[src/core/uab_map.svh]
// Offsets, fields, reset values and counts of the auto-baud block
`ifndef UAB_MAP_SVH
`define UAB_MAP_SVH

`define UAB_ADDR_W          8
`define UAB_OFS_BAUD_CTRL   8'h00
`define UAB_OFS_DIVISOR     8'h04
`define UAB_OFS_RX_DATA     8'h08
`define UAB_OFS_IRQ_STATUS  8'h0C
`define UAB_OFS_IRQ_MASK    8'h10
`define UAB_OFS_RX_FLAG     8'h14

`define UAB_BIT_AUTOBAUD_ENABLE       0
`define UAB_BIT_WUE         1
`define UAB_BIT_RCIDLE      6
`define UAB_BIT_AUTOBAUD_OVERFLOW_FLAG      7
`define UAB_BIT_SYNC_MODE   8

`define UAB_IRQ_ABD_DONE    0
`define UAB_IRQ_WAKE        1
`define UAB_IRQ_OVERFLOW    2
`define UAB_IRQ_W           3

`define UAB_RST_DIVISOR     16'h0000
`define UAB_RST_MASK        3'h0
`define UAB_ABD_RISE_LAST   3'h5
`define UAB_ABD_PRESCALE    8

`define UAB_RESP_OKAY       2'h0
`define UAB_RESP_SLVERR     2'h2

`endif

[src/core/uab_pkg.sv]
// Types shared by the auto-baud and wake block
package uab_pkg;

  typedef enum logic [1:0] {
    ABD_IDLE,
    ABD_WAIT_FIRST,
    ABD_MEASURE
  } uab_abd_state_e;

  typedef enum logic [1:0] {
    WK_OFF,
    WK_WAIT_FALL,
    WK_WAIT_RISE
  } uab_wake_state_e;

  typedef logic [15:0] uab_divisor_t;

endpackage

[src/core/uab_baud_counter.sv]
// Prescaled 16-bit measurement counter that keeps running past overflow
`timescale 1ns/1ns
module uab_baud_counter #(
  parameter int PRESCALE = 8,
  parameter int WIDTH    = 16
) (
  input  wire logic             aclk,
  input  wire logic             aresetn,
  input  wire logic             clear,
  input  wire logic             run,
  output logic      [WIDTH-1:0] count,
  output logic                  overflow
);
  localparam int PW = (PRESCALE > 1) ? $clog2(PRESCALE) : 1;
  localparam logic [PW-1:0] PRE_LAST = PW'(PRESCALE - 1);

  logic [PW-1:0]    pre_r;
  logic [WIDTH-1:0] cnt_r;
  logic             tick;

  assign tick = run && (pre_r == PRE_LAST);

  always_ff @(posedge aclk) begin
    if (!aresetn || clear) begin
      pre_r <= '0;
    end else if (run) begin
      pre_r <= tick ? '0 : pre_r + 1'b1;
    end
  end

  // Wraps and keeps counting after the top value
  always_ff @(posedge aclk) begin
    if (!aresetn || clear) begin
      cnt_r <= '0;
    end else if (tick) begin
      cnt_r <= cnt_r + 1'b1;
    end
  end

  assign count    = cnt_r;
  assign overflow = tick && (&cnt_r);
endmodule

[src/core/uab_sync.sv]
// Two-stage synchroniser for the receive pin with edge detection behind it
`timescale 1ns/1ns
module uab_sync (
  input  wire logic aclk,
  input  wire logic aresetn,
  input  wire logic pin_in,
  output logic      level,
  output logic      rise,
  output logic      fall
);
  logic meta_r;
  logic sync_r;
  logic last_r;

  // Line idles high, so all stages reset high
  always_ff @(posedge aclk) begin
    if (!aresetn) begin
      meta_r <= 1'b1;
      sync_r <= 1'b1;
      last_r <= 1'b1;
    end else begin
      meta_r <= pin_in;
      sync_r <= meta_r;
      last_r <= sync_r;
    end
  end

  assign level = sync_r;
  assign rise  = sync_r & ~last_r;
  assign fall  = ~sync_r & last_r;
endmodule

[src/core/uab_top.sv]
// Auto-baud overflow handling and wake-on-break receive logic with AXI4-Lite registers
// Overview of operation
// Overflow flag sets if the count passes 16 bits before fifth rise.
// After overflow the counter runs on until the fifth rise.
// Fifth rise sets receive flag and clears auto-baud enable.
// Receive data read clears the auto-baud receive flag.
// Software clears the overflow flag by a direct write.
// Abort: clear enable, then overflow; overflow holds while enable set.
// In sleep the baud measurement stops.
// Wake-on-activity works only in asynchronous mode.
// Wake enable holds the receiver idle, watching the line.
// A falling receive-line edge is the wake event.
// The wake event raises the receive flag, awake or asleep.
// The rise ending the break clears wake enable.
// Sender's wake character is all zero, ten bit times or more.
// A non-zero character's first low stretch is the wake event.
// Receive data read clears the wake receive flag.
// Software checks receiver idle before setting wake enable.
// Sender leaves break and idle time for oscillator start-up.
// Receive line is synchronised before edge detection.
//
// Design decisions made here: the AXI4-Lite interface to the registers and the register offsets.
`timescale 1ns/1ns
`include "uab_map.svh"
module uab_top #(
  parameter int ABD_PRESCALE = `UAB_ABD_PRESCALE
) (
  input  wire logic                        aclk,
  input  wire logic                        aresetn,
  input  wire logic [`UAB_ADDR_W-1:0]      s_axi_awaddr,
  input  wire logic [2:0]                  s_axi_awprot,
  input  wire logic                        s_axi_awvalid,
  output logic                             s_axi_awready,
  input  wire logic [31:0]                 s_axi_wdata,
  input  wire logic [3:0]                  s_axi_wstrb,
  input  wire logic                        s_axi_wvalid,
  output logic                             s_axi_wready,
  output logic      [1:0]                  s_axi_bresp,
  output logic                             s_axi_bvalid,
  input  wire logic                        s_axi_bready,
  input  wire logic [`UAB_ADDR_W-1:0]      s_axi_araddr,
  input  wire logic [2:0]                  s_axi_arprot,
  input  wire logic                        s_axi_arvalid,
  output logic                             s_axi_arready,
  output logic      [31:0]                 s_axi_rdata,
  output logic      [1:0]                  s_axi_rresp,
  output logic                             s_axi_rvalid,
  input  wire logic                        s_axi_rready,
  input  wire logic                        serial_rx_line,
  input  wire logic                        sleep_mode,
  input  wire logic                        receiver_idle_flag,
  input  wire logic                        rx_char_done,
  input  wire logic [7:0]                  rx_char_data,
  output uab_pkg::uab_divisor_t            baud_divisor,
  output logic                             receive_irq_flag,
  output logic                             receiver_hold_idle,
  output logic                             receive_data_read,
  output logic                             wake_request,
  output logic                             irq
);
  import uab_pkg::*;

  logic                  rx_level;
  logic                  rx_rise;
  logic                  rx_fall;
  logic [15:0]           abd_count;
  logic                  abd_ovf_tick;
  logic                  abd_clear;
  logic                  abd_run;
  uab_abd_state_e        abd_state_r;
  logic [2:0]            rise_cnt_r;
  logic                  abd_done;
  uab_wake_state_e       wk_state_r;
  logic                  wake_event;
  logic                  wake_end;

  logic                  autobaud_enable_r;
  logic                  wake_on_break_enable_r;
  logic                  autobaud_overflow_flag_r;
  logic                  sync_mode_r;
  uab_divisor_t          divisor_r;
  logic [`UAB_IRQ_W-1:0] irq_status_r;
  logic [`UAB_IRQ_W-1:0] irq_mask_r;
  logic                  rx_flag_r;
  logic                  rx_read_r;
  logic                  hold_idle_r;
  logic                  wake_req_r;
  logic                  irq_r;

  logic                  aw_held_r;
  logic                  w_held_r;
  logic [`UAB_ADDR_W-1:0] waddr_r;
  logic [31:0]           wdata_r;
  logic [3:0]            wstrb_r;
  logic                  bvalid_r;
  logic [1:0]            bresp_r;
  logic                  rvalid_r;
  logic [31:0]           rdata_r;
  logic [1:0]            rresp_r;
  logic                  wr_fire;
  logic                  rd_fire;
  logic                  wr_ctrl;
  logic                  wr_mapped;
  logic                  rd_mapped;
  logic [31:0]           rd_value;
  logic [`UAB_IRQ_W-1:0] irq_events;

  uab_sync u_sync (
    .aclk    (aclk),
    .aresetn (aresetn),
    .pin_in  (serial_rx_line),
    .level   (rx_level),
    .rise    (rx_rise),
    .fall    (rx_fall)
  );

  uab_baud_counter #(
    .PRESCALE (ABD_PRESCALE),
    .WIDTH    (16)
  ) u_cnt (
    .aclk     (aclk),
    .aresetn  (aresetn),
    .clear    (abd_clear),
    .run      (abd_run),
    .count    (abd_count),
    .overflow (abd_ovf_tick)
  );

  // Auto-baud measurement: first rise starts, fifth rise ends
  assign abd_clear = (abd_state_r == ABD_WAIT_FIRST) && rx_rise;
  assign abd_run   = (abd_state_r == ABD_MEASURE) && !sleep_mode;
  assign abd_done  = (abd_state_r == ABD_MEASURE) && rx_rise
                     && (rise_cnt_r == `UAB_ABD_RISE_LAST - 3'h1);

  always_ff @(posedge aclk) begin
    if (!aresetn) begin
      abd_state_r <= ABD_IDLE;
      rise_cnt_r  <= 3'h0;
    end else begin
      case (abd_state_r)
        ABD_IDLE: begin
          if (autobaud_enable_r && !sync_mode_r) begin
            abd_state_r <= ABD_WAIT_FIRST;
          end
        end
        ABD_WAIT_FIRST: begin
          if (!autobaud_enable_r) begin
            abd_state_r <= ABD_IDLE;
          end else if (rx_rise) begin
            abd_state_r <= ABD_MEASURE;
            rise_cnt_r  <= 3'h1;
          end
        end
        ABD_MEASURE: begin
          if (!autobaud_enable_r || abd_done) begin
            abd_state_r <= ABD_IDLE;
          end else if (rx_rise) begin
            rise_cnt_r <= rise_cnt_r + 3'h1;
          end
        end
        default: abd_state_r <= ABD_IDLE;
      endcase
    end
  end

  // Wake-on-break: armed only in asynchronous mode
  assign wake_event = (wk_state_r == WK_WAIT_FALL) && rx_fall;
  assign wake_end   = (wk_state_r == WK_WAIT_RISE) && rx_rise;

  always_ff @(posedge aclk) begin
    if (!aresetn) begin
      wk_state_r <= WK_OFF;
    end else begin
      case (wk_state_r)
        WK_OFF: begin
          if (wake_on_break_enable_r && !sync_mode_r) begin
            wk_state_r <= rx_level ? WK_WAIT_FALL : WK_WAIT_RISE;
          end
        end
        WK_WAIT_FALL: begin
          if (!wake_on_break_enable_r || sync_mode_r) begin
            wk_state_r <= WK_OFF;
          end else if (rx_fall) begin
            wk_state_r <= WK_WAIT_RISE;
          end
        end
        WK_WAIT_RISE: begin
          if (!wake_on_break_enable_r || sync_mode_r || rx_rise) begin
            wk_state_r <= WK_OFF;
          end
        end
        default: wk_state_r <= WK_OFF;
      endcase
    end
  end

  always_ff @(posedge aclk) begin
    if (!aresetn) begin
      hold_idle_r <= 1'b0;
      wake_req_r  <= 1'b0;
    end else begin
      hold_idle_r <= wake_on_break_enable_r && !sync_mode_r && !wake_end;
      wake_req_r  <= wake_event && sleep_mode;
    end
  end

  // AXI4-Lite write path: address and data taken in either order
  assign wr_fire   = aw_held_r && w_held_r && !bvalid_r;
  assign wr_mapped = (waddr_r == `UAB_OFS_BAUD_CTRL) || (waddr_r == `UAB_OFS_DIVISOR)
                     || (waddr_r == `UAB_OFS_IRQ_STATUS) || (waddr_r == `UAB_OFS_IRQ_MASK);
  assign wr_ctrl   = wr_fire && (waddr_r == `UAB_OFS_BAUD_CTRL);

  always_ff @(posedge aclk) begin
    if (!aresetn) begin
      aw_held_r <= 1'b0;
      w_held_r  <= 1'b0;
      waddr_r   <= '0;
      wdata_r   <= 32'h0000_0000;
      wstrb_r   <= 4'h0;
      bvalid_r  <= 1'b0;
      bresp_r   <= `UAB_RESP_OKAY;
    end else begin
      if (s_axi_awvalid && !aw_held_r) begin
        aw_held_r <= 1'b1;
        waddr_r   <= s_axi_awaddr;
      end
      if (s_axi_wvalid && !w_held_r) begin
        w_held_r <= 1'b1;
        wdata_r  <= s_axi_wdata;
        wstrb_r  <= s_axi_wstrb;
      end
      if (wr_fire) begin
        aw_held_r <= 1'b0;
        w_held_r  <= 1'b0;
        bvalid_r  <= 1'b1;
        bresp_r   <= wr_mapped ? `UAB_RESP_OKAY : `UAB_RESP_SLVERR;
      end else if (bvalid_r && s_axi_bready) begin
        bvalid_r <= 1'b0;
      end
    end
  end

  // Control bits; hardware clears take priority over a simultaneous write
  always_ff @(posedge aclk) begin
    if (!aresetn) begin
      autobaud_enable_r      <= 1'b0;
      wake_on_break_enable_r <= 1'b0;
      sync_mode_r            <= 1'b0;
    end else begin
      if (wr_ctrl && wstrb_r[0]) begin
        autobaud_enable_r      <= wdata_r[`UAB_BIT_AUTOBAUD_ENABLE];
        wake_on_break_enable_r <= wdata_r[`UAB_BIT_WUE];
      end
      if (wr_ctrl && wstrb_r[1]) begin
        sync_mode_r <= wdata_r[`UAB_BIT_SYNC_MODE];
      end
      if (abd_done) begin
        autobaud_enable_r <= 1'b0;
      end
      if (wake_end) begin
        wake_on_break_enable_r <= 1'b0;
      end
    end
  end

  // Overflow flag: set wins; clear only once enable is already off
  always_ff @(posedge aclk) begin
    if (!aresetn) begin
      autobaud_overflow_flag_r <= 1'b0;
    end else if (abd_run && abd_ovf_tick) begin
      autobaud_overflow_flag_r <= 1'b1;
    end else if (wr_ctrl && wstrb_r[0] && !wdata_r[`UAB_BIT_AUTOBAUD_OVERFLOW_FLAG]
                 && !autobaud_enable_r) begin
      autobaud_overflow_flag_r <= 1'b0;
    end
  end

  always_ff @(posedge aclk) begin
    if (!aresetn) begin
      divisor_r <= `UAB_RST_DIVISOR;
    end else if (abd_done) begin
      divisor_r <= abd_count;
    end else if (wr_fire && (waddr_r == `UAB_OFS_DIVISOR)) begin
      if (wstrb_r[0]) divisor_r[7:0] <= wdata_r[7:0];
      if (wstrb_r[1]) divisor_r[15:8] <= wdata_r[15:8];
    end
  end

  // Receive flag: set by events, cleared by a data read; set wins
  always_ff @(posedge aclk) begin
    if (!aresetn) begin
      rx_flag_r <= 1'b0;
    end else if (abd_done || wake_event || (rx_char_done && !hold_idle_r)) begin
      rx_flag_r <= 1'b1;
    end else if (rd_fire && (s_axi_araddr == `UAB_OFS_RX_DATA)) begin
      rx_flag_r <= 1'b0;
    end
  end

  // Interrupt status, write one to clear, set wins
  assign irq_events = {abd_run && abd_ovf_tick, wake_event, abd_done};

  always_ff @(posedge aclk) begin
    if (!aresetn) begin
      irq_status_r <= '0;
      irq_mask_r   <= `UAB_RST_MASK;
      irq_r        <= 1'b0;
    end else begin
      if (wr_fire && (waddr_r == `UAB_OFS_IRQ_STATUS) && wstrb_r[0]) begin
        irq_status_r <= (irq_status_r & ~wdata_r[`UAB_IRQ_W-1:0]) | irq_events;
      end else begin
        irq_status_r <= irq_status_r | irq_events;
      end
      if (wr_fire && (waddr_r == `UAB_OFS_IRQ_MASK) && wstrb_r[0]) begin
        irq_mask_r <= wdata_r[`UAB_IRQ_W-1:0];
      end
      irq_r <= |(irq_status_r & irq_mask_r);
    end
  end

  // AXI4-Lite read path: one read at a time, answer one cycle after acceptance
  assign rd_fire   = s_axi_arvalid && !rvalid_r;
  assign rd_mapped = (s_axi_araddr == `UAB_OFS_BAUD_CTRL) || (s_axi_araddr == `UAB_OFS_DIVISOR)
                     || (s_axi_araddr == `UAB_OFS_RX_DATA) || (s_axi_araddr == `UAB_OFS_IRQ_STATUS)
                     || (s_axi_araddr == `UAB_OFS_IRQ_MASK) || (s_axi_araddr == `UAB_OFS_RX_FLAG);

  always_comb begin
    rd_value = 32'h0000_0000;
    case (s_axi_araddr)
      `UAB_OFS_BAUD_CTRL: begin
        rd_value[`UAB_BIT_AUTOBAUD_ENABLE]     = autobaud_enable_r;
        rd_value[`UAB_BIT_WUE]       = wake_on_break_enable_r;
        rd_value[`UAB_BIT_RCIDLE]    = receiver_idle_flag;
        rd_value[`UAB_BIT_AUTOBAUD_OVERFLOW_FLAG]    = autobaud_overflow_flag_r;
        rd_value[`UAB_BIT_SYNC_MODE] = sync_mode_r;
      end
      `UAB_OFS_DIVISOR:    rd_value[15:0] = divisor_r;
      `UAB_OFS_RX_DATA:    rd_value[7:0] = rx_char_data;
      `UAB_OFS_IRQ_STATUS: rd_value[`UAB_IRQ_W-1:0] = irq_status_r;
      `UAB_OFS_IRQ_MASK:   rd_value[`UAB_IRQ_W-1:0] = irq_mask_r;
      `UAB_OFS_RX_FLAG:    rd_value[0] = rx_flag_r;
      default:             rd_value = 32'h0000_0000;
    endcase
  end

  always_ff @(posedge aclk) begin
    if (!aresetn) begin
      rvalid_r  <= 1'b0;
      rdata_r   <= 32'h0000_0000;
      rresp_r   <= `UAB_RESP_OKAY;
      rx_read_r <= 1'b0;
    end else begin
      rx_read_r <= rd_fire && (s_axi_araddr == `UAB_OFS_RX_DATA);
      if (rd_fire) begin
        rvalid_r <= 1'b1;
        rdata_r  <= rd_value;
        rresp_r  <= rd_mapped ? `UAB_RESP_OKAY : `UAB_RESP_SLVERR;
      end else if (rvalid_r && s_axi_rready) begin
        rvalid_r <= 1'b0;
      end
    end
  end

  assign s_axi_awready      = !aw_held_r;
  assign s_axi_wready       = !w_held_r;
  assign s_axi_bvalid       = bvalid_r;
  assign s_axi_bresp        = bresp_r;
  assign s_axi_arready      = !rvalid_r;
  assign s_axi_rvalid       = rvalid_r;
  assign s_axi_rdata        = rdata_r;
  assign s_axi_rresp        = rresp_r;
  assign baud_divisor       = divisor_r;
  assign receive_irq_flag   = rx_flag_r;
  assign receiver_hold_idle = hold_idle_r;
  assign receive_data_read  = rx_read_r;
  assign wake_request       = wake_req_r;
  assign irq                = irq_r;
endmodule
[config.mk]
export PLATFORM = sky130hd
export DESIGN_NAME = uab_top
export DESIGN_NICKNAME = d
export VERILOG_FILES = /design/src/core/uab_pkg.sv /design/src/core/uab_baud_counter.sv /design/src/core/uab_sync.sv /design/src/core/uab_top.sv
export VERILOG_INCLUDE_DIRS = /design/src /design/src/core
export SDC_FILE = /design/constraint.sdc
export NUM_CORES = 1
export LEC_CHECK = 0
export ABC_AREA = 0
export BUFFER_PORTS_ARGS = -buffer_cell sky130_fd_sc_hd__buf_2
export CAP_MARGIN = 40
export CORE_MARGIN = 5
export CORE_UTILIZATION = 45
export DETAILED_ROUTE_END_ITERATION = 12
export PLACE_DENSITY_LB_ADDON = 0.3
export SYNTH_ARGS = -nofsm -noshare
export SYNTH_HDL_FRONTEND = slang
export SYNTH_SLANG_ARGS = --single-unit
[constraint.sdc]
create_clock -name aclk -period 2.22 [get_ports aclk]
set_clock_uncertainty 0.2 [all_clocks]
set_input_delay 0.333 -clock aclk [delete_from_list [all_inputs] [get_ports aclk]]
set_output_delay 0.333 -clock aclk [all_outputs]
set_load 0.02 [all_outputs]
==> run summary <==
Status = finished, violations left
Failing checks = negative hold slack
Layout fillers = 995
Synth Flop Type = dfxtp_1
Grt total ovfl = 0
R2r setup slk = 0.12 ns
Period utilization = 94.5%
Latest clock arrival within the worst-skew pair = 0.38 ns
Post-synth top area share = 43.8%
CTS buffer count = 9
Seq/Total Area, Yosys = 43.8%
CTS Sinks = 108
Final Instance Area = 6020 um2
Clk buf depth = 2
Worst-path cell chain = ha_1 > ha_2 > nand4bb_4 > or4_4 > or3_1 > a21oi_1
Synth area leader = dfxtp_1
FF-to-FF Start = u_cnt.pre_r[0]$_SDFFE_PP0P_
Slowest stage cell on the critical path = or4_4
Top-count cell post-synth = dfxtp_1
Post-Synth XOR/XNOR Area = 1.77%
Nets = 779
Max VDD drop = 286 uV
Vias = 4595
Final setup fails = 0
Tightest Pin Transition = 0.605 ns
Peak Freq = 477 MHz
Worst setup SP type = register
CTS tree = yes
Syn_area_per_cell = 8.53 um2
Ranking of synthesized cells by area = dfxtp_1 44%, nand2_1 5.2%, a21oi_1 4.8%
Die Span Y = 115 um
Drt via density = 5.46
Initial Utilization = 45.7%
Post-synthesis cell area = 4940 um2
Comb power frac = 10.0%
Setup TNS = 0 ns
GRT Total Usage = 20.0%
Relative slew slack = 59.6%
Worst hold margin = -0.000613 ns
Power Internal = 2.69 mW
First-pass DRT Iterations = 5
Netlist cell types = 62
Die X = 115 um
Maxcap violations = 0
Sw Pwr = 917 uW
Core Rows = 38
Postcts setup bufs = 0
CP Buf/Inv Count = 0
Power Dens Cells = 598 nW/um2
Yosys warns = 0
Final Max Slew Viols = 0
Number of flops mapped to enable cells by yosys = 0
DP HPWL = 9510 um
Simple-Gate Fraction of Synth Area = 27.2%
Vias in the first global route = 4461
Post-synthesis mux area share = 4.77%
Setup CP Type = reg -> reg
FF-to-FF End = u_cnt.count[14]$_SDFFE_PP0N_
Sequential share of power = 56.1%
CP top delay family = simple AND/OR/NAND/NOR gates
Dpl cell area = 5580 um2
ANT nets after route = 0
Fin util = 55.8%
Clk pwr share = 33.9%
Synth async-reset ratio = 0%
I/O Buffers = 96
Root Driver = clkbuf_8
Area occupied by multi-input gates = 2520 um2
# diodes = 0
1st-iter DRT viols = 281
DRC = 0
Crit path max fanout = 5
Final min period = 2.10 ns
RSZ-0062 raised after global routing = false
Placer Congestion = 0.880
Reg2Reg Depth = 6
Sw frac = 25.4%
First-pass GRT wire length = 21200 um
Fraction of layout cells with a size suffix above 1 = 21.8%
Compound-gate portion of the synthesized area = 14.3%
Critical Path AT = 2.21 ns
Worst hold path type = in -> reg
HP Start = s_axi_awaddr[7]
WL/cell = 15.7 um
Syn Inst Count = 579
CTS clock-pin slew for the worst setup and hold paths = 0.09 ns
Post-Synth Adder-Cell Area = 1.27%
Final hold violations = 1
Die footprint = 13200 um2
Synth cell count leaders = 108 x dfxtp_1, 69 x nand2_1, 49 x nor2_1, 47 x a21oi_1, 26 x clkbuf_1
H-tree depth = 3
IO Pins = 139
Drt total wl = 13200 um
Largest family of logic cells by synthesized area = simple AND/OR/NAND/NOR gates
Critical Path RT = 2.33 ns
Storage element area = 2160 um2
WHS Path Cells = 3
Core area = 10800 um2
Hold EP = waddr_r[7]$_SDFFE_PN0P_
Worst setup EP type = register
CP max stage delay = 0.53 ns
Initial antenna violation count = 0
Largest net degree at the start of global routing = 57
Register bit total from synthesis = 108
Leak = 2.52 nW
Area grow syn2layout = 22.0%
==> logic make-up after synthesis <==
| logic type | count (synthesis) |
|---|---|
| AO/OA/AOI/OAI | 113 |
| multiplexers | 22 |
| buffers and inverters | 70 |
| other | 1 |
| XOR/XNOR | 10 |
| flip-flops | 108 |
| AND/OR/NAND/NOR | 250 |
| adder cells (fa/ha/maj) | 5 |
==> cell usage in the layout, fill, tap and decap left out, types with 10 or more instances in the layout <==
master,netlist,layout
dfxtp_1,108,107
buf_2,3,96
nand2_1,69,69
nor2_1,49,49
a21oi_1,47,47
nor3_1,23,23
o21ai_0,23,23
buf_4,19,23
dlygate4sd3_1,0,22
mux2i_1,19,19
inv_1,18,18
conb_1,1,18
nor3b_1,16,16
nand4_1,13,13
nor2b_1,12,12
nand3_1,11,11
clkbuf_8,0,10
==> routing by layer <==
metal  vias up  GRT usage, %  wire length (um)
met5         -             0                 0
met4         0          7.59               289
li1       2262             -                 -
met2       159          33.0              6150
met1      2144          25.9              5790
met3        30          3.95              1020
==> through the flow <==
stage,total power [mW],cells,worst slack (ns),hold WS [ns]
finish,3.60,842,0.122,-0.000613
global placement,2.38,804,0.0608,0.190
global route,3.75,842,0.0285,0.00274
detailed placement,2.39,804,-0.00133,0.201
CTS,3.62,841,0.0176,0.00174
floorplan,2.29,596,0.135,0.186
==> flip-flops by register name, summed over array words and instances, names as in the netlist, 2 cells and up <==
register	count
abd_state_r	2
baud_divisor	16
irq_mask_r	3
irq_status_r	3
rise_cnt_r	3
s_axi_rdata	16
u_cnt.count	16
u_cnt.pre_r	3
waddr_r	8
wdata_r	16
wk_state_r	2
wstrb_r	2
==> power groups by stage <==
stage	combinational (mW)	clock, mW	sequential (mW)
2_1_floorplan	0.227	0	2.06
3_3_place_gp	0.321	0	2.06
3_5_place_dp	0.328	0	2.07
4_1_cts	0.357	1.24	2.02
5_1_grt	0.398	1.33	2.03
6_report	0.362	1.22	2.02
==> worst register-to-register path, stage by stage, from the launching register on <==
cell and delay [ns]:
dfxtp_2 0.35, ha_1 0.16, ha_2 0.20, nand4bb_4 0.14, or4_4 0.53, or3_1 0.32, a21oi_1 0.14
==> cell type report <==
cell class | instances | share of cell area (%)
inverter | 18 | 1.12
tap | 140 | 2.91
clock inverter | 5 | 0.997
clock buffer | 11 | 2.35
timing repair buffer | 142 | 14.8
sequential | 108 | 35.9
multi-input combinational | 418 | 41.9
==> worst max-delay path by stage <==
stage               cells after the start  slack [ns]                         from                           end
floorplan                               6        0.13  u_cnt.pre_r[0]$_SDFFE_PP0P_  u_cnt.count[13]$_SDFFE_PP0N_
global placement                        6        0.06  u_cnt.pre_r[0]$_SDFFE_PP0P_  u_cnt.count[14]$_SDFFE_PP0N_
detailed placement                      6      -0.001  u_cnt.pre_r[0]$_SDFFE_PP0P_  u_cnt.count[14]$_SDFFE_PP0N_
CTS                                     6        0.02  u_cnt.pre_r[0]$_SDFFE_PP0P_  u_cnt.count[14]$_SDFFE_PP0N_
global route                            6        0.03  u_cnt.pre_r[1]$_SDFFE_PP0P_  u_cnt.count[14]$_SDFFE_PP0N_
finish                                  6        0.12  u_cnt.pre_r[0]$_SDFFE_PP0P_  u_cnt.count[14]$_SDFFE_PP0N_
==> repair_timing <==
item / 4_1_cts / 5_1_grt
hold buffers: 21 / 1
resized for setup: 1 / 3
endpoints found under the setup margin: 2 / 4
endpoints found under the hold margin: 21 / 1
pin swaps: 1 / 0
Power figures use the tool's default switching activity.
